===== src/design/csmc_pkg.sv =====
// Constants for the clock and supply monitor control block.
// Assumes a 32-bit APB register bus and one system clock.
// How it works
// - Trim code is eight bits, low byte, resets to all ones.
// - After reset crystal is the clock source and PLL is enabled but not selected.
// - Source codes 00, 01, 10 pick crystal; 11 picks PLL.
// - Driver enables read fixed: bits 17 and 16 one, 19 and 18 zero.
// - PLL reference select reads fixed one, the crystal.
// - PLL enable resets to one; dividers and multiplier reset to zero.
// - Detector off after reset; bit 15 powers it on.
// - With bit 17 set, a low supply raises the interrupt.
// - With bit 16 set, a low supply requests a system reset.
// - Low-voltage flag at bit 0 sets and sticks until software clears it.
// - Seven-bit threshold at 14-8 sets the detection level uniformly.
package csmc_pkg;
    localparam logic [7:0] ADDR_TRIM = 8'h00;
    localparam logic [7:0] ADDR_OSC = 8'h04;
    localparam logic [7:0] ADDR_PLL = 8'h08;
    localparam logic [7:0] ADDR_LVD = 8'h0C;
    localparam logic [7:0] ADDR_IRQ_STAT = 8'h10;
    localparam logic [7:0] ADDR_IRQ_EN = 8'h14;
    localparam logic [7:0] ADDR_IRQ_CLR = 8'h18;
    localparam logic [7:0] TRIM_RESET = 8'hFF;
    localparam logic [1:0] CLKSRC_RESET = 2'h0;
    localparam logic [1:0] CLKSRC_PLL = 2'h3;
    localparam int OSC_SRC_LSB = 24;
    localparam int OSC_DRV_LSB = 16;
    localparam logic [3:0] OSC_DRV_FIXED = 4'h3;
    localparam int OSC_CTRIM_LSB = 8;
    localparam int PLL_EN_BIT = 31;
    localparam int PLL_REF_BIT = 24;
    localparam int PLL_PRE_LSB = 20;
    localparam int PLL_POST_LSB = 16;
    localparam int PLL_MUL_LSB = 8;
    localparam logic PLL_EN_RESET = 1'b1;
    localparam int LVD_IRQ_EN_BIT = 17;
    localparam int LVD_RST_EN_BIT = 16;
    localparam int LVD_ON_BIT = 15;
    localparam int LVD_THR_LSB = 8;
    localparam int LVD_FLAG_BIT = 0;
    localparam int LVD_RST_PULSE = 4;
endpackage : csmc_pkg


===== src/design/csmc_sync.sv =====
// Two-flop synchroniser for an asynchronous level.
// Assumes the input may change at any time relative to pclk.
`timescale 1ns/10ps
module csmc_sync (
    // Clock and reset
    input wire logic pclk,
    input wire logic presetn,
    // Level
    input wire logic async_in,
    output logic sync_out
);
    logic meta_reg;
    always_ff @(posedge pclk or negedge presetn) begin
        if (!presetn) begin
            meta_reg <= 1'b0;
            sync_out <= 1'b0;
        end else begin
            meta_reg <= async_in;
            sync_out <= meta_reg;
        end
    end
endmodule : csmc_sync


===== src/design/csmc_edge.sv =====
// Rising edge detector on a synchronous level.
// Assumes the input is already in the pclk domain.
`timescale 1ns/10ps
module csmc_edge (
    // Clock and reset
    input wire logic pclk,
    input wire logic presetn,
    // Level in, pulse out
    input wire logic level_in,
    output logic rise_out
);
    logic last_reg;
    always_ff @(posedge pclk or negedge presetn) begin
        if (!presetn) begin
            last_reg <= 1'b0;
        end else begin
            last_reg <= level_in;
        end
    end
    assign rise_out = level_in & ~last_reg;
endmodule : csmc_edge


===== src/design/csmc_ctrl.sv =====
// Control registers for regulator trim, clock source, PLL and low-voltage detector.
// Assumes an APB master on pclk and an asynchronous comparator output from the detector.
`timescale 1ns/10ps
module csmc_ctrl (
    // Clock and reset
    input wire logic pclk,
    input wire logic presetn,
    // APB slave
    input wire logic psel,
    input wire logic penable,
    input wire logic pwrite,
    input wire logic [31:0] paddr,
    input wire logic [31:0] pwdata,
    input wire logic [3:0] pstrb,
    output logic [31:0] prdata,
    output logic pready,
    output logic pslverr,
    // Analog macro controls
    output logic [7:0] supply_trim_code,
    output logic [1:0] clock_source_select,
    output logic pll_select,
    output logic [1:0] int_osc_coarse_trim,
    output logic [7:0] int_osc_fine_trim,
    output logic pll_enable_bit,
    output logic [3:0] pll_pre_divider,
    output logic [3:0] pll_post_divider,
    output logic [7:0] pll_multiplier,
    output logic [7:0] pll_divider,
    output logic lowv_detector_on,
    output logic [6:0] lowv_threshold,
    // Detector input and system outputs
    input wire logic lowv_compare_async,
    output logic irq,
    output logic lowv_reset_req
);
    import csmc_pkg::*;

    // ----------------------------------------
    // Register state
    // ----------------------------------------
    logic [7:0] trim_reg;
    logic [1:0] src_reg;
    logic [1:0] ctrim_reg;
    logic [7:0] ftrim_reg;
    logic pll_en_reg;
    logic [3:0] pre_reg;
    logic [3:0] post_reg;
    logic [7:0] mul_reg;
    logic [7:0] div_reg;
    logic lv_irq_en_reg;
    logic lv_rst_en_reg;
    logic lv_on_reg;
    logic [6:0] lv_thr_reg;
    logic lv_flag_reg;
    logic irq_en_reg;
    logic [2:0] rst_cnt_reg;
    logic [2:0] rst_cnt_next;
    logic low_sync;
    logic low_rise;
    logic low_event;
    logic wr_access;
    logic rd_access;
    logic addr_ok;
    logic [31:0] rd_next;
    logic [31:0] wmask;
    logic wr_trim;
    logic wr_osc;
    logic wr_pll;
    logic wr_lvd;
    logic wr_irq_en;
    logic wr_irq_clr;

    // ----------------------------------------
    // Bus decode
    // ----------------------------------------
    assign addr_ok = (paddr[31:8] == 24'h000000) && (paddr[1:0] == 2'h0) && (paddr[7:0] <= ADDR_IRQ_CLR);
    assign wr_access = psel && penable && pwrite && addr_ok;
    assign rd_access = psel && !penable && !pwrite;
    assign wmask = {{8{pstrb[3]}}, {8{pstrb[2]}}, {8{pstrb[1]}}, {8{pstrb[0]}}};
    assign wr_trim = wr_access && (paddr[7:0] == ADDR_TRIM);
    assign wr_osc = wr_access && (paddr[7:0] == ADDR_OSC);
    assign wr_pll = wr_access && (paddr[7:0] == ADDR_PLL);
    assign wr_lvd = wr_access && (paddr[7:0] == ADDR_LVD);
    assign wr_irq_en = wr_access && (paddr[7:0] == ADDR_IRQ_EN);
    assign wr_irq_clr = wr_access && (paddr[7:0] == ADDR_IRQ_CLR);

    // ----------------------------------------
    // Detector input path
    // ----------------------------------------
    csmc_sync u_sync (
        .pclk(pclk),
        .presetn(presetn),
        .async_in(lowv_compare_async),
        .sync_out(low_sync)
    );

    csmc_edge u_edge (
        .pclk(pclk),
        .presetn(presetn),
        .level_in(low_sync),
        .rise_out(low_rise)
    );

    // Detection counts only while the detector is powered.
    assign low_event = low_rise && lv_on_reg;

    // ----------------------------------------
    // Trim register
    // ----------------------------------------
    always_ff @(posedge pclk or negedge presetn) begin
        if (!presetn) begin
            trim_reg <= TRIM_RESET;
        end else if (wr_trim) begin
            trim_reg <= (trim_reg & ~wmask[7:0]) | (pwdata[7:0] & wmask[7:0]);
        end
    end

    // ----------------------------------------
    // Oscillator register
    // ----------------------------------------
    always_ff @(posedge pclk or negedge presetn) begin
        if (!presetn) begin
            src_reg <= CLKSRC_RESET;
            ctrim_reg <= 2'h0;
            ftrim_reg <= 8'h00;
        end else if (wr_osc) begin
            if (pstrb[3]) begin
                src_reg <= pwdata[OSC_SRC_LSB +: 2];
            end
            if (pstrb[1]) begin
                ctrim_reg <= pwdata[OSC_CTRIM_LSB +: 2];
            end
            if (pstrb[0]) begin
                ftrim_reg <= pwdata[7:0];
            end
        end
    end

    // ----------------------------------------
    // PLL register
    // ----------------------------------------
    always_ff @(posedge pclk or negedge presetn) begin
        if (!presetn) begin
            pll_en_reg <= PLL_EN_RESET;
            pre_reg <= 4'h0;
            post_reg <= 4'h0;
            mul_reg <= 8'h00;
            div_reg <= 8'h00;
        end else if (wr_pll) begin
            if (pstrb[3]) begin
                pll_en_reg <= pwdata[PLL_EN_BIT];
            end
            if (pstrb[2]) begin
                pre_reg <= pwdata[PLL_PRE_LSB +: 4];
                post_reg <= pwdata[PLL_POST_LSB +: 4];
            end
            if (pstrb[1]) begin
                mul_reg <= pwdata[PLL_MUL_LSB +: 8];
            end
            if (pstrb[0]) begin
                div_reg <= pwdata[7:0];
            end
        end
    end

    // ----------------------------------------
    // Low-voltage configuration
    // ----------------------------------------
    always_ff @(posedge pclk or negedge presetn) begin
        if (!presetn) begin
            lv_irq_en_reg <= 1'b0;
            lv_rst_en_reg <= 1'b0;
            lv_on_reg <= 1'b0;
            lv_thr_reg <= 7'h00;
        end else if (wr_lvd) begin
            if (pstrb[2]) begin
                lv_irq_en_reg <= pwdata[LVD_IRQ_EN_BIT];
                lv_rst_en_reg <= pwdata[LVD_RST_EN_BIT];
            end
            if (pstrb[1]) begin
                lv_on_reg <= pwdata[LVD_ON_BIT];
                lv_thr_reg <= pwdata[LVD_THR_LSB +: 7];
            end
        end
    end

    // ----------------------------------------
    // Sticky low-voltage flag
    // ----------------------------------------
    always_ff @(posedge pclk or negedge presetn) begin
        if (!presetn) begin
            lv_flag_reg <= 1'b0;
        end else if (low_event) begin
            lv_flag_reg <= 1'b1;
        end else if (wr_lvd && pstrb[0] && !pwdata[LVD_FLAG_BIT]) begin
            lv_flag_reg <= 1'b0;
        end else if (wr_irq_clr && pstrb[0] && pwdata[0]) begin
            lv_flag_reg <= 1'b0;
        end
    end

    // ----------------------------------------
    // Interrupt enable and output
    // ----------------------------------------
    always_ff @(posedge pclk or negedge presetn) begin
        if (!presetn) begin
            irq_en_reg <= 1'b1;
        end else if (wr_irq_en && pstrb[0]) begin
            irq_en_reg <= pwdata[0];
        end
    end

    always_ff @(posedge pclk or negedge presetn) begin
        if (!presetn) begin
            irq <= 1'b0;
        end else begin
            irq <= lv_flag_reg && lv_irq_en_reg && irq_en_reg;
        end
    end

    // ----------------------------------------
    // Reset request pulse
    // ----------------------------------------
    always_comb begin
        rst_cnt_next = rst_cnt_reg;
        if (low_event && lv_rst_en_reg) begin
            rst_cnt_next = 3'(LVD_RST_PULSE);
        end else if (rst_cnt_reg != 3'h0) begin
            rst_cnt_next = rst_cnt_reg - 3'h1;
        end
    end

    always_ff @(posedge pclk or negedge presetn) begin
        if (!presetn) begin
            rst_cnt_reg <= 3'h0;
            lowv_reset_req <= 1'b0;
        end else begin
            rst_cnt_reg <= rst_cnt_next;
            lowv_reset_req <= (rst_cnt_next != 3'h0);
        end
    end

    // ----------------------------------------
    // Read data
    // ----------------------------------------
    always_comb begin
        rd_next = 32'h00000000;
        case (paddr[7:0])
            ADDR_TRIM: rd_next = {24'h000000, trim_reg};
            ADDR_OSC: begin
                rd_next[OSC_SRC_LSB +: 2] = src_reg;
                rd_next[OSC_DRV_LSB +: 4] = OSC_DRV_FIXED;
                rd_next[OSC_CTRIM_LSB +: 2] = ctrim_reg;
                rd_next[7:0] = ftrim_reg;
            end
            ADDR_PLL: begin
                rd_next[PLL_EN_BIT] = pll_en_reg;
                rd_next[PLL_REF_BIT] = 1'b1;
                rd_next[PLL_PRE_LSB +: 4] = pre_reg;
                rd_next[PLL_POST_LSB +: 4] = post_reg;
                rd_next[PLL_MUL_LSB +: 8] = mul_reg;
                rd_next[7:0] = div_reg;
            end
            ADDR_LVD: begin
                rd_next[LVD_IRQ_EN_BIT] = lv_irq_en_reg;
                rd_next[LVD_RST_EN_BIT] = lv_rst_en_reg;
                rd_next[LVD_ON_BIT] = lv_on_reg;
                rd_next[LVD_THR_LSB +: 7] = lv_thr_reg;
                rd_next[LVD_FLAG_BIT] = lv_flag_reg;
            end
            ADDR_IRQ_STAT: rd_next[0] = lv_flag_reg;
            ADDR_IRQ_EN: rd_next[0] = irq_en_reg;
            default: rd_next = 32'h00000000;
        endcase
    end

    always_ff @(posedge pclk or negedge presetn) begin
        if (!presetn) begin
            prdata <= 32'h00000000;
        end else if (rd_access) begin
            prdata <= addr_ok ? rd_next : 32'h00000000;
        end
    end

    // ----------------------------------------
    // Transfer response
    // ----------------------------------------
    always_ff @(posedge pclk or negedge presetn) begin
        if (!presetn) begin
            pready <= 1'b0;
            pslverr <= 1'b0;
        end else begin
            pready <= psel && !penable;
            pslverr <= psel && !penable && !addr_ok;
        end
    end

    // ----------------------------------------
    // Regulator and oscillator outputs
    // ----------------------------------------
    always_ff @(posedge pclk or negedge presetn) begin
        if (!presetn) begin
            supply_trim_code <= TRIM_RESET;
            clock_source_select <= CLKSRC_RESET;
            pll_select <= 1'b0;
            int_osc_coarse_trim <= 2'h0;
            int_osc_fine_trim <= 8'h00;
        end else begin
            supply_trim_code <= trim_reg;
            clock_source_select <= src_reg;
            pll_select <= (src_reg == CLKSRC_PLL);
            int_osc_coarse_trim <= ctrim_reg;
            int_osc_fine_trim <= ftrim_reg;
        end
    end

    // ----------------------------------------
    // PLL outputs
    // ----------------------------------------
    always_ff @(posedge pclk or negedge presetn) begin
        if (!presetn) begin
            pll_enable_bit <= PLL_EN_RESET;
            pll_pre_divider <= 4'h0;
            pll_post_divider <= 4'h0;
            pll_multiplier <= 8'h00;
            pll_divider <= 8'h00;
        end else begin
            pll_enable_bit <= pll_en_reg;
            pll_pre_divider <= pre_reg;
            pll_post_divider <= post_reg;
            pll_multiplier <= mul_reg;
            pll_divider <= div_reg;
        end
    end

    // ----------------------------------------
    // Detector outputs
    // ----------------------------------------
    always_ff @(posedge pclk or negedge presetn) begin
        if (!presetn) begin
            lowv_detector_on <= 1'b0;
            lowv_threshold <= 7'h00;
        end else begin
            lowv_detector_on <= lv_on_reg;
            lowv_threshold <= lv_thr_reg;
        end
    end
endmodule : csmc_ctrl


===== config.mk =====
export PLATFORM = sky130hd
export DESIGN_NAME = csmc_ctrl
export DESIGN_NICKNAME = d
export VERILOG_FILES = /design/src/design/csmc_pkg.sv /design/src/design/csmc_sync.sv /design/src/design/csmc_edge.sv /design/src/design/csmc_ctrl.sv
export SDC_FILE = /design/constraint.sdc
export NUM_CORES = 1
export LEC_CHECK = 0
export BUFFER_PORTS_ARGS = -buffer_cell sky130_fd_sc_hd__buf_2
export CORE_ASPECT_RATIO = 0.6
export CORE_MARGIN = 2
export CORE_UTILIZATION = 35
export DETAILED_ROUTE_END_ITERATION = 7
export GPL_TIMING_DRIVEN = 0
export PLACE_DENSITY = 0.67
export SLEW_MARGIN = 20
export SYNTH_ARGS = -nofsm -noshare
export SYNTH_HDL_FRONTEND = slang
export SYNTH_SLANG_ARGS = --single-unit

===== constraint.sdc =====
create_clock -name pclk -period 2.8 [get_ports pclk]
set_clock_uncertainty 0.2 [all_clocks]
set_input_delay 0.28 -clock pclk [delete_from_list [all_inputs] [get_ports pclk]]
set_output_delay 0.28 -clock pclk [all_outputs]
set_load 0.02 [all_outputs]

==> metrics.md, run 1 <==
| Metric | Value |
|---|---|
| Status | `complete, no violations` |
| Clk Latency, worst-skew pair | `0.42 ns` |
| Critical path endpoint category | `flip-flop` |
| Ant diodes | `0` |
| All-Layer GR Usage | `17.22%` |
| Root buffer cell | `clkbuf_16` |
| Fin crit share | `89.16%` |
| Largest cells by area after synthesis | `dfrtp_1 (57%), mux2_2 (12%), dfstp_2 (8.7%)` |
| Global Route met3 Usage | `4.914%` |
| Synth async-reset ratio | `100.0%` |
| Die Y | `102.9 microns` |
| Worst r2r src | `rst_cnt_reg[0]` |
| Register bank with the most flops | `prdata` |
| Dpl hpwl | `10.29 mm` |
| Peak supply drop | `0.3010 mV` |
| Yosys top cell area share | `56.53%` |
| Number of DRC markers in iteration 0 | `218` |
| Buf/Inv on CP | `2` |
| Final non-filler cell total | `847` |
| Max-cap violations | `0` |
| Core Area | `0.01608 sq mm` |
| Io pins | `164` |
| Die area | `0.01739 sq mm` |
| Int Pwr | `3.762 mW` |
| Critical Path Fanout Max | `10` |
| Hold_ws | `0.1135 ns` |
| Yosys top cell by area | `dfrtp_1` |
| Average via count per standard cell | `4.825` |
| Share of cells above drive strength 1 | `45.45%` |
| Gr busiest metal | `met2` |
| R2R Path End | `lowv_reset_req` |
| Post_cts resized | `0` |
| Reg2Reg Depth | `6` |
| Hold path depth | `3` |
| Syn_area_per_cell | `13.69 sq um` |
| Chip width | `168.9 microns` |
| Crit path cell chain | `buf_2 > nor2_2 > nand4_2 > buf_4 > nor4_4 > mux2_2` |
| Hold Crit Start | `psel` |
| CP top delay family | `simple AND/OR/NAND/NOR gates` |
| Synth cell types | `44` |
| Pre-CTS setup slack | `-0.1622 ns` |
| Sink Count | `148` |
| Power density over the cells | `621.9 mW/mm^2` |
| Total grt overflow | `0` |
| Switching part of the total | `21.85%` |
| CTS tree | `yes` |
| WHS Endpoint | `pslverr` |
| Placed cell area | `0.006790 sq mm` |
| Worst-path clk slew | `0.06 ns` |
| # Post-CTS Setup Buffers | `0` |
| Cell total after placement | `784` |
| Crit Path Class | `in -> reg` |
| CP required | `2.95 ns` |
| P_sw | `1.052 mW` |
| Synth warnings | `0` |
| Commonest cells in the synthesized netlist | `dfrtp_1 (129), mux2_2 (62), nand2_1 (40), o21ai_0 (20), dfstp_2 (19)` |
| Critical Path AT | `2.65 ns` |
| Largest net degree at the start of global routing | `94` |
| Number of global-route vias before repair | `4065` |
| Min cycle time layout | `2.497 ns` |
| First-pass GRT wire length | `22.32 mm` |
| Count of input and output buffers | `153` |
| Worst setup SP type | `primary input` |
| Count leader, synth | `dfrtp_1` |
| Clock power share | `50.7%` |
| M1 GR Usage | `23.75%` |
| Part of the power in combinational logic | `4.7%` |
| Max FFs per register | `27` |
| Starting Density | `35.51%` |
| Synth Flop Type | `dfrtp_1` |
| Fin area | `0.007740 sq mm` |
| Cts hold-fix bufs | `31` |
| H-tree depth | `4` |
| Sequential area share after synthesis | `65.27%` |
| Row count | `36` |
| Seq pwr share | `44.6%` |
| Hold/Removal Path Class | `in -> reg` |
| Syn-to-layout area delta | `35.54%` |
| Hold Fails Final Rpt | `0` |
| CTS Buf Count | `17` |
| Synthesized area | `0.005710 sq mm` |
| Drt total wl | `14.69 mm` |
| RD Place Congestion | `0.7744` |
| Flop-to-flop setup slack | `1.14 ns` |
| Post-route ant nets | `0` |
| DR WL/cell | `17.34 microns` |
| Tightest Pin Transition | `0.8669 ns` |
| P_leak | `3.942 nW` |
| Fin nets | `702` |
| Max Clk Rate | `400.6 MHz` |
| Final TNS setup | `0 ns` |
| Total number of vias | `4087` |
| RSZ-0062 raised after global routing | `no` |
| Met2 Usage GRT | `26.10%` |
| Critical Path Slowest Stage Cell | `nor4_4` |
| Register bit total from synthesis | `148` |
| Max stage delay on crit path | `0.75 ns` |
| Clock Tree Buf Depth | `2` |
| Final setup margin | `0.3035 ns` |
| Antenna violations before repair | `0` |
| Max_slew headroom | `42.21%` |
| Max-slew violations | `0` |
| DRT Pass-1 Iters | `5` |
| Drc violations | `0` |
| Post-Synthesis Cells | `417` |
| Setup violators final | `0` |
| Post-synth EDFFs | `0` |
layer usage:
layer | share of wire (%) | wire length [microns]
met3 | 7.0 | 1021
met1 | 46 | 6764
met2 | 46 | 6742
met5 | 0 | 0
met4 | 1.1 | 158
per-stage QoR:
step,total power [mW],utilization [%]
4_1_cts,4.864,48.13
6_report,4.813,48.13
5_1_grt,4.997,48.13
3_3_place_gp,2.363,41.99
2_1_floorplan,2.246,-
3_5_place_dp,2.377,42.23
cell type report:
| class | count | area, sq um |
|---|---|---|
| multi-input combinational | 245 | 1864 |
| clock inverter | 14 | 200.2 |
| buffer | 23 | 115.1 |
| clock buffer | 18 | 439.2 |
| inverter | 5 | 18.77 |
| sequential | 148 | 3727 |
| tap | 209 | 261.5 |
| timing repair buffer | 185 | 1114 |
| fill | 1441 | 8341 |
worst max path at each step:
| stage | from | endpoint | slack [ns] | cells after the start |
|---|---|---|---|---|
| 6_report | paddr[1] | flip-flop | 0.30 | 6 |
| 5_1_grt | paddr[1] | ftrim_reg[3] | 0.19 | 6 |
| 4_1_cts | paddr[1] | ftrim_reg[5] | 0.28 | 6 |
| 3_5_place_dp | paddr[1] | ftrim_reg[5] | -0.16 | 6 |
| 3_3_place_gp | presetn | pll_multiplier[4] | -0.72 | 1 |
| 2_1_floorplan | paddr[13] | post_reg[0] | 0.53 | 5 |
power groups by stage:
| stage | registers (mW) | clock network, mW | logic, mW |
|---|---|---|---|
| after floorplan | 2.19 | 0 | 0.0610 |
| after global placement | 2.18 | 0 | 0.180 |
| after detailed placement | 2.18 | 0 | 0.194 |
| after CTS | 2.14 | 2.49 | 0.229 |
| after global routing | 2.14 | 2.60 | 0.250 |
| final | 2.14 | 2.44 | 0.226 |
layout by cell type (no fill, tap or decap), types with 3 or more instances in the layout:
| master | netlist | routed |
|---|---|---|
| clkinv_4 | 0 | 3 |
| o21ai_1 | 10 | 10 |
| clkinvlp_4 | 0 | 3 |
| o21ai_0 | 20 | 20 |
| dlygate4sd3_1 | 0 | 31 |
| inv_1 | 5 | 5 |
| mux2_2 | 62 | 62 |
| dfstp_2 | 19 | 19 |
| nand2b_1 | 3 | 3 |
| conb_1 | 1 | 5 |
| ha_1 | 3 | 3 |
| mux2i_1 | 8 | 8 |
| buf_1 | 4 | 4 |
| and3_1 | 3 | 3 |
| nor4_1 | 12 | 12 |
| a21oi_1 | 10 | 10 |
| clkbuf_16 | 0 | 17 |
| inv_6 | 0 | 3 |
| and4_1 | 4 | 4 |
| bufinv_16 | 0 | 4 |
| nand2_1 | 40 | 40 |
| nand3_1 | 9 | 9 |
| clkbuf_1 | 10 | 10 |
| nor2b_1 | 4 | 4 |
| dfrtp_1 | 129 | 129 |
| buf_4 | 7 | 7 |
| nand4_1 | 7 | 7 |
| nor4_4 | 6 | 6 |
| buf_2 | 2 | 154 |
| nor2_1 | 12 | 12 |
worst min-delay path, cell delays in order:
cell     delay [ns]
buf_2          0.13
nor2b_1        0.15
and2_1         0.14
cell families after synthesis:
group,share of synthesized area [%]
DFF,65.27
and+or+nand+nor,12.71
muxes,14.42
AOI/OAI and AO/OA,4.382
buffers and inverters,2.344
adders and majority gates,0.6574
other,0.06567
xor gates and xnor gates,0.1534
No activity file was read; power rests on OpenSTA's default activity.
==> inputs of run 2 (changes only) <==
--- a/config.mk
+++ b/config.mk
@@ -6,7 +6,7 @@
 export NUM_CORES = 1
 export LEC_CHECK = 0
 export BUFFER_PORTS_ARGS = -buffer_cell sky130_fd_sc_hd__buf_2
-export CORE_ASPECT_RATIO = 0.6
+export CORE_ASPECT_RATIO = 1.75
 export CORE_MARGIN = 2
 export CORE_UTILIZATION = 35
 export DETAILED_ROUTE_END_ITERATION = 7
==> run 2 against run 1 <==
Compared with the run above:
- via count decreased by 0.15%
- sequential share of layout area up 0.37 points
- first-iteration DRC count grew 10%
- global-route usage increased by 0.077 points
- register-to-register slack got worse by 0.02 ns
- worst hold slack got worse by 0.011 ns
- routed wire length down 2.1%
- critical path type unchanged
- highest routed layer unchanged
==> metrics.md, run 2 (same netlist as run 1, synthesis figures left out) <==
| Metric | Value |
|---|---|
| Cts hold-fix bufs | `31` |
| Share of cells above drive strength 1 | `45.30%` |
| Peak supply drop | `0.3487 mV` |
| Hold Fails Final Rpt | `0` |
| Count of input and output buffers | `153` |
| P_sw | `1.074 mW` |
| R2R Path End | `lowv_reset_req` |
| Root buffer cell | `clkbuf_16` |
| Max-cap violations | `0` |
| Register bank with the most flops | `prdata` |
| Post_cts resized | `0` |
| Starting Density | `35.80%` |
| P_leak | `3.927 nW` |
| Fin crit share | `88.77%` |
| DR WL/cell | `17.38 microns` |
| Antenna violations before repair | `0` |
| Commonest non-fill, non-tap cell in the layout | `buf_2` |
| Max Clk Rate | `402.3 MHz` |
| Post-route ant nets | `0` |
| Status | `complete, no violations` |
| All-Layer GR Usage | `17.30%` |
| Cell total after placement | `764` |
| H-tree depth | `4` |
| Critical Path AT | `2.57 ns` |
| Syn-to-layout area delta | `34.51%` |
| Metal3 WL | `458 microns` |
| Part of the power in combinational logic | `4.8%` |
| Power density over the cells | `609.7 mW/mm^2` |
| RD Place Congestion | `0.9032` |
| Commonest non-fill, non-tap cells in the layout | `buf_2 (154), dfrtp_1 (129), mux2_2 (62)` |
| Number of global-route vias before repair | `4333` |
| Die area | `0.01739 sq mm` |
| Row count | `61` |
| Met2 Wirelength | `8.027 mm` |
| Placed cell area | `0.006765 sq mm` |
| CP required | `2.89 ns` |
| Drc violations | `0` |
| Average via count per standard cell | `4.935` |
| RSZ-0062 raised after global routing | `no` |
| Max-slew violations | `0` |
| Setup crit end | `mul_reg[7]` |
| First-pass GRT wire length | `23.12 mm` |
| DR top layer | `met4` |
| Total number of vias | `4081` |
| Fill cell count | `1406` |
| Sink Count | `148` |
| Critical Path Fanout Max | `10` |
| CTS tree | `yes` |
| CTS Buf Count | `17` |
| Worst setup SP type | `primary input` |
| Drt total wl | `14.38 mm` |
| Number of DRC markers in iteration 0 | `240` |
| Reg2Reg Depth | `6` |
| Int Pwr | `3.609 mW` |
| Multi-input combinational cell area | `0.001864 sq mm` |
| Largest net degree at the start of global routing | `109` |
| Hold_ws | `0.1025 ns` |
| Setup violators final | `0` |
| Total grt overflow | `0` |
| Die Y | `173.0 microns` |
| Dpl hpwl | `10.24 mm` |
| Chip width | `100.6 microns` |
| Clock Tree Buf Depth | `2` |
| Max FFs per register | `27` |
| Final non-filler cell total | `827` |
| Fin area | `0.007681 sq mm` |
| # Post-CTS Setup Buffers | `0` |
| Core Area | `0.01595 sq mm` |
| DRT Pass-1 Iters | `4` |
| Hold/Removal Path Class | `in -> reg` |
| Tightest Pin Transition | `0.8552 ns` |
| Min cycle time layout | `2.486 ns` |
| Worst-path clk slew | `0.06 ns` |
| Worst r2r src | `rst_cnt_reg[0]` |
| Fin nets | `702` |
| Final TNS setup | `0 ns` |
| Critical path endpoint category | `flip-flop` |
| Met1 WL | `5.581 mm` |
| Crit Path Class | `in -> reg` |
| Worst setup startpoint | `paddr[3]` |
| Clk Latency, worst-skew pair | `0.41 ns` |
| Max_slew headroom | `42.99%` |
| Total area of sequential cells | `0.003727 sq mm` |
| Switching part of the total | `22.93%` |
| Seq pwr share | `45.8%` |
| Ant diodes | `0` |
| Flop-to-flop setup slack | `1.12 ns` |
| Clock power share | `49.4%` |
| Io pins | `164` |
[run 2: final cells by class]
cell class                      instances  area share [%]
Sequential cell                       148           48.53
Multi-Input combinational cell        245           24.27
Timing Repair Buffer                  185           14.50
Clock buffer                           19           5.766
Tap cell                              189           3.079
Clock inverter                         13           2.118
Buffer                                 23           1.499
Inverter                                5          0.2443
[run 2: worst min-delay path by stage]
stage / startpoint / to / slack [ns] / depth (start not counted)
detailed placement: presetn / pll_pre_divider[0] / -0.02 / 1
global placement: u_sync.meta_reg / u_sync.sync_out / 0.14 / 0
global route: penable / prdata[31] / 0.11 / 4
floorplan: presetn / clock_source_select[0] / -0.22 / 0
finish: penable / prdata[19] / 0.10 / 4
CTS: pwrite / prdata[31] / 0.08 / 4
[run 2: stage by stage]
step	setup WS, ns	utilization (%)	power (mW)
after detailed placement	-0.08511	42.41	2.374
after CTS	0.3638	48.15	4.746
final	0.3145	48.15	4.683
after floorplan	0.5251	-	2.246
after global routing	0.2171	48.15	4.857
after global placement	-0.6808	42.18	2.361
[run 2: power by group through the flow]
| stage | Sequential, mW | Clock, mW | Combinational (mW) |
|---|---|---|---|
| 2_1_floorplan | 2.19 | 0 | 0.0610 |
| 3_3_place_gp | 2.18 | 0 | 0.178 |
| 3_5_place_dp | 2.18 | 0 | 0.192 |
| 4_1_cts | 2.14 | 2.38 | 0.227 |
| 5_1_grt | 2.14 | 2.47 | 0.247 |
| 6_report | 2.14 | 2.32 | 0.224 |
[run 2: critical path, cell delays in order]
cell,delay [ns]
buf_2,0.08
clkbuf_1,0.36
nor3b_1,0.31
buf_2,0.28
nand4_1,0.19
nor4_4,0.65
mux2_2,0.41
[run 2: routing by layer]
layer	vias to the layer above	global-route usage (%)
li1	1884	-
met1	2064	19.40
met2	111	31.35
met3	22	2.789
met4	0	7.934
met5	-	0
==> inputs of run 3 (changes only) <==
==> constraint.sdc (replaced) <==
create_clock -name pclk -period 3.1 [get_ports pclk]
set_clock_uncertainty 0.2 [all_clocks]
set_input_delay 0.31 -clock pclk [delete_from_list [all_inputs] [get_ports pclk]]
set_output_delay 0.31 -clock pclk [all_outputs]
set_load 0.02 [all_outputs]
==> run 3 against run 2 <==
Compared with the run above:
- sequential share of layout area unchanged
- utilization unchanged
- worst hold slack improved by 0.026 ns
- critical endpoint is now prdata[11]
==> metrics.md, run 3 (same netlist as run 1, synthesis figures left out) <==
| Metric | Value |
|---|---|
| Most frequent CP cell | `buf_2` |
| Post-route ant nets | `0` |
| Setup violators final | `0` |
| Status | `complete, no violations` |
| Dpl hpwl | `10.24 mm` |
| Switching part of the total | `22.93%` |
| Critical path endpoint category | `flip-flop` |
| Tightest Pin Transition | `0.8405 ns` |
| Drt total wl | `14.35 mm` |
| Post_cts resized | `0` |
| Number of DRC markers in iteration 0 | `258` |
| Commonest non-fill, non-tap cells in the layout | `buf_2 (154), dfrtp_1 (129), mux2_2 (62)` |
| Max stage delay on crit path | `0.54 ns` |
| Final setup margin | `0.2383 ns` |
| Largest net degree at the start of global routing | `109` |
| Reg2Reg Depth | `6` |
| CTS tree | `yes` |
| Sink Count | `148` |
| All-Layer GR Usage | `17.27%` |
| Total number of vias | `4054` |
| Max FFs per register | `27` |
| P_leak | `3.927 nW` |
| Part of the power in combinational logic | `4.8%` |
| DR WL/cell | `17.36 microns` |
| Row count | `61` |
| Crit path cell chain | `dlygate4sd3_1 > buf_2 > nor3b_2 > nand4b_1 > or4_1 > clkbuf_1 > buf_2 > o21ai_1` |
| Chip width | `100.6 microns` |
| Worst r2r src | `rst_cnt_reg[0]` |
| Worst setup startpoint | `penable` |
| RSZ-0062 raised after global routing | `no` |
| Average via count per standard cell | `4.902` |
| Min cycle time layout | `2.862 ns` |
| Fin nets | `702` |
| Drc violations | `0` |
| Commonest non-fill, non-tap cell in the layout | `buf_2` |
| Hold/Removal Path Class | `in -> reg` |
| R2R Path End | `lowv_reset_req` |
| CP required | `3.23 ns` |
| Critical Path Fanout Max | `10` |
| Core Area | `0.01595 sq mm` |
| Max-cap violations | `0` |
| Worst setup SP type | `primary input` |
| Peak supply drop | `0.3154 mV` |
| Pre-CTS setup slack | `0.1849 ns` |
| Critical Path AT | `2.99 ns` |
| Antenna violations before repair | `0` |
| P_sw | `969.8 uW` |
| Max Clk Rate | `349.4 MHz` |
| Seq pwr share | `45.8%` |
| H-tree depth | `4` |
| Flop-to-flop setup slack | `1.43 ns` |
| Max_slew headroom | `43.97%` |
| Setup crit end | `prdata[11]` |
| Hold Fails Final Rpt | `0` |
| Number of global-route vias before repair | `4327` |
| Total grt overflow | `0` |
| RD Place Congestion | `0.9032` |
| Register bank with the most flops | `prdata` |
| Max-slew violations | `0` |
| DRT Pass-1 Iters | `4` |
| Count of input and output buffers | `153` |
| Crit Path Class | `in -> reg` |
| Die area | `0.01739 sq mm` |
| Share of cells above drive strength 1 | `45.30%` |
| Util after Layout | `48.15%` |
| Critical Path Slowest Stage Cell | `dlygate4sd3_1` |
| Power density over the cells | `550.7 mW/mm^2` |
| Clk Latency, worst-skew pair | `0.41 ns` |
| Ant diodes | `0` |
| Power after layout | `4.230 mW` |
| Io pins | `164` |
| Hold path depth | `4` |
| Syn-to-layout area delta | `34.51%` |
| Clock Tree Buf Depth | `2` |
| Worst-path clk slew | `0.06 ns` |
| Int Pwr | `3.260 mW` |
| Root buffer cell | `clkbuf_16` |
| Starting Density | `35.80%` |
| Die Y | `173.0 microns` |
| First-pass GRT wire length | `23.09 mm` |
| # Post-CTS Setup Buffers | `0` |
| Fin crit share | `92.31%` |
| CTS Buf Count | `17` |
| Clock power share | `49.4%` |
[run 3: cell counts in the layout (fill, tap and decap cells not counted)]
Identical to the previous run, type by type.
[run 3: worst min path at each step]
stage | start | to | slack, ns
2_1_floorplan | presetn | clock_source_select[0] | -0.19
4_1_cts | pwrite | prdata[31] | 0.11
6_report | pwrite | prdata[19] | 0.13
5_1_grt | pwrite | prdata[31] | 0.15
3_3_place_gp | u_sync.meta_reg | u_sync.sync_out | 0.14
3_5_place_dp | presetn | pll_pre_divider[0] | 0.01
[run 3: timing repair]
| action | 4_1_cts | 5_1_grt |
|---|---|---|
| setup endpoints to repair | 0 | 0 |
| hold buffers | 31 | 0 |
| endpoints found under the hold margin | 97 | 0 |
[run 3: routing by layer]
| layer | wire [microns] | vias up | part of all wire (%) | global-route usage [%] |
|---|---|---|---|---|
| li1 | - | 1890 | - | - |
| met1 | 5561 | 2026 | 39 | 19.42 |
| met2 | 8005 | 120 | 56 | 31.24 |
| met3 | 499 | 18 | 3.5 | 2.789 |
| met4 | 286 | 0 | 2.0 | 7.934 |
| met5 | 0 | - | 0 | 0 |
[run 3: worst max-delay path, delay by kind of cell]
family	cells	cell delay (ns)
AO/OA/AOI/OAI	1	0.17
buffers and inverters	4	1.31
AND/OR/NAND/NOR	3	1.19
[run 3: area by class of cell]
type,count,area [sq um]
Buffer,23,115.1
Timing Repair Buffer,185,1114
Fill cell,1407,8270
Inverter,5,18.77
Tap cell,189,236.5
Clock inverter,13,162.7
Clock buffer,19,442.9
Sequential cell,148,3727
Multi-Input combinational cell,245,1864
[run 3: metrics by stage]
stage                     TNS (ns)  cell area, sq um  hold slack [ns]  cells
after global placement      -50.25              6728           0.1368    763
after floorplan                  0              5725          -0.1856    421
after CTS                        0              7681           0.1064    827
after detailed placement         0              6765          0.01488    764
final                            0              7681           0.1287    827
after global routing             0              7681           0.1489    827
[run 3: power by group through the flow]
stage                     clock [mW]  combinational [mW]  sequential, mW
after floorplan                    0              0.0551            1.97
after global placement             0               0.161            1.97
after detailed placement           0               0.173            1.97
after CTS                       2.15               0.205            1.94
after global routing            2.23               0.223            1.94
final                           2.09               0.202            1.94
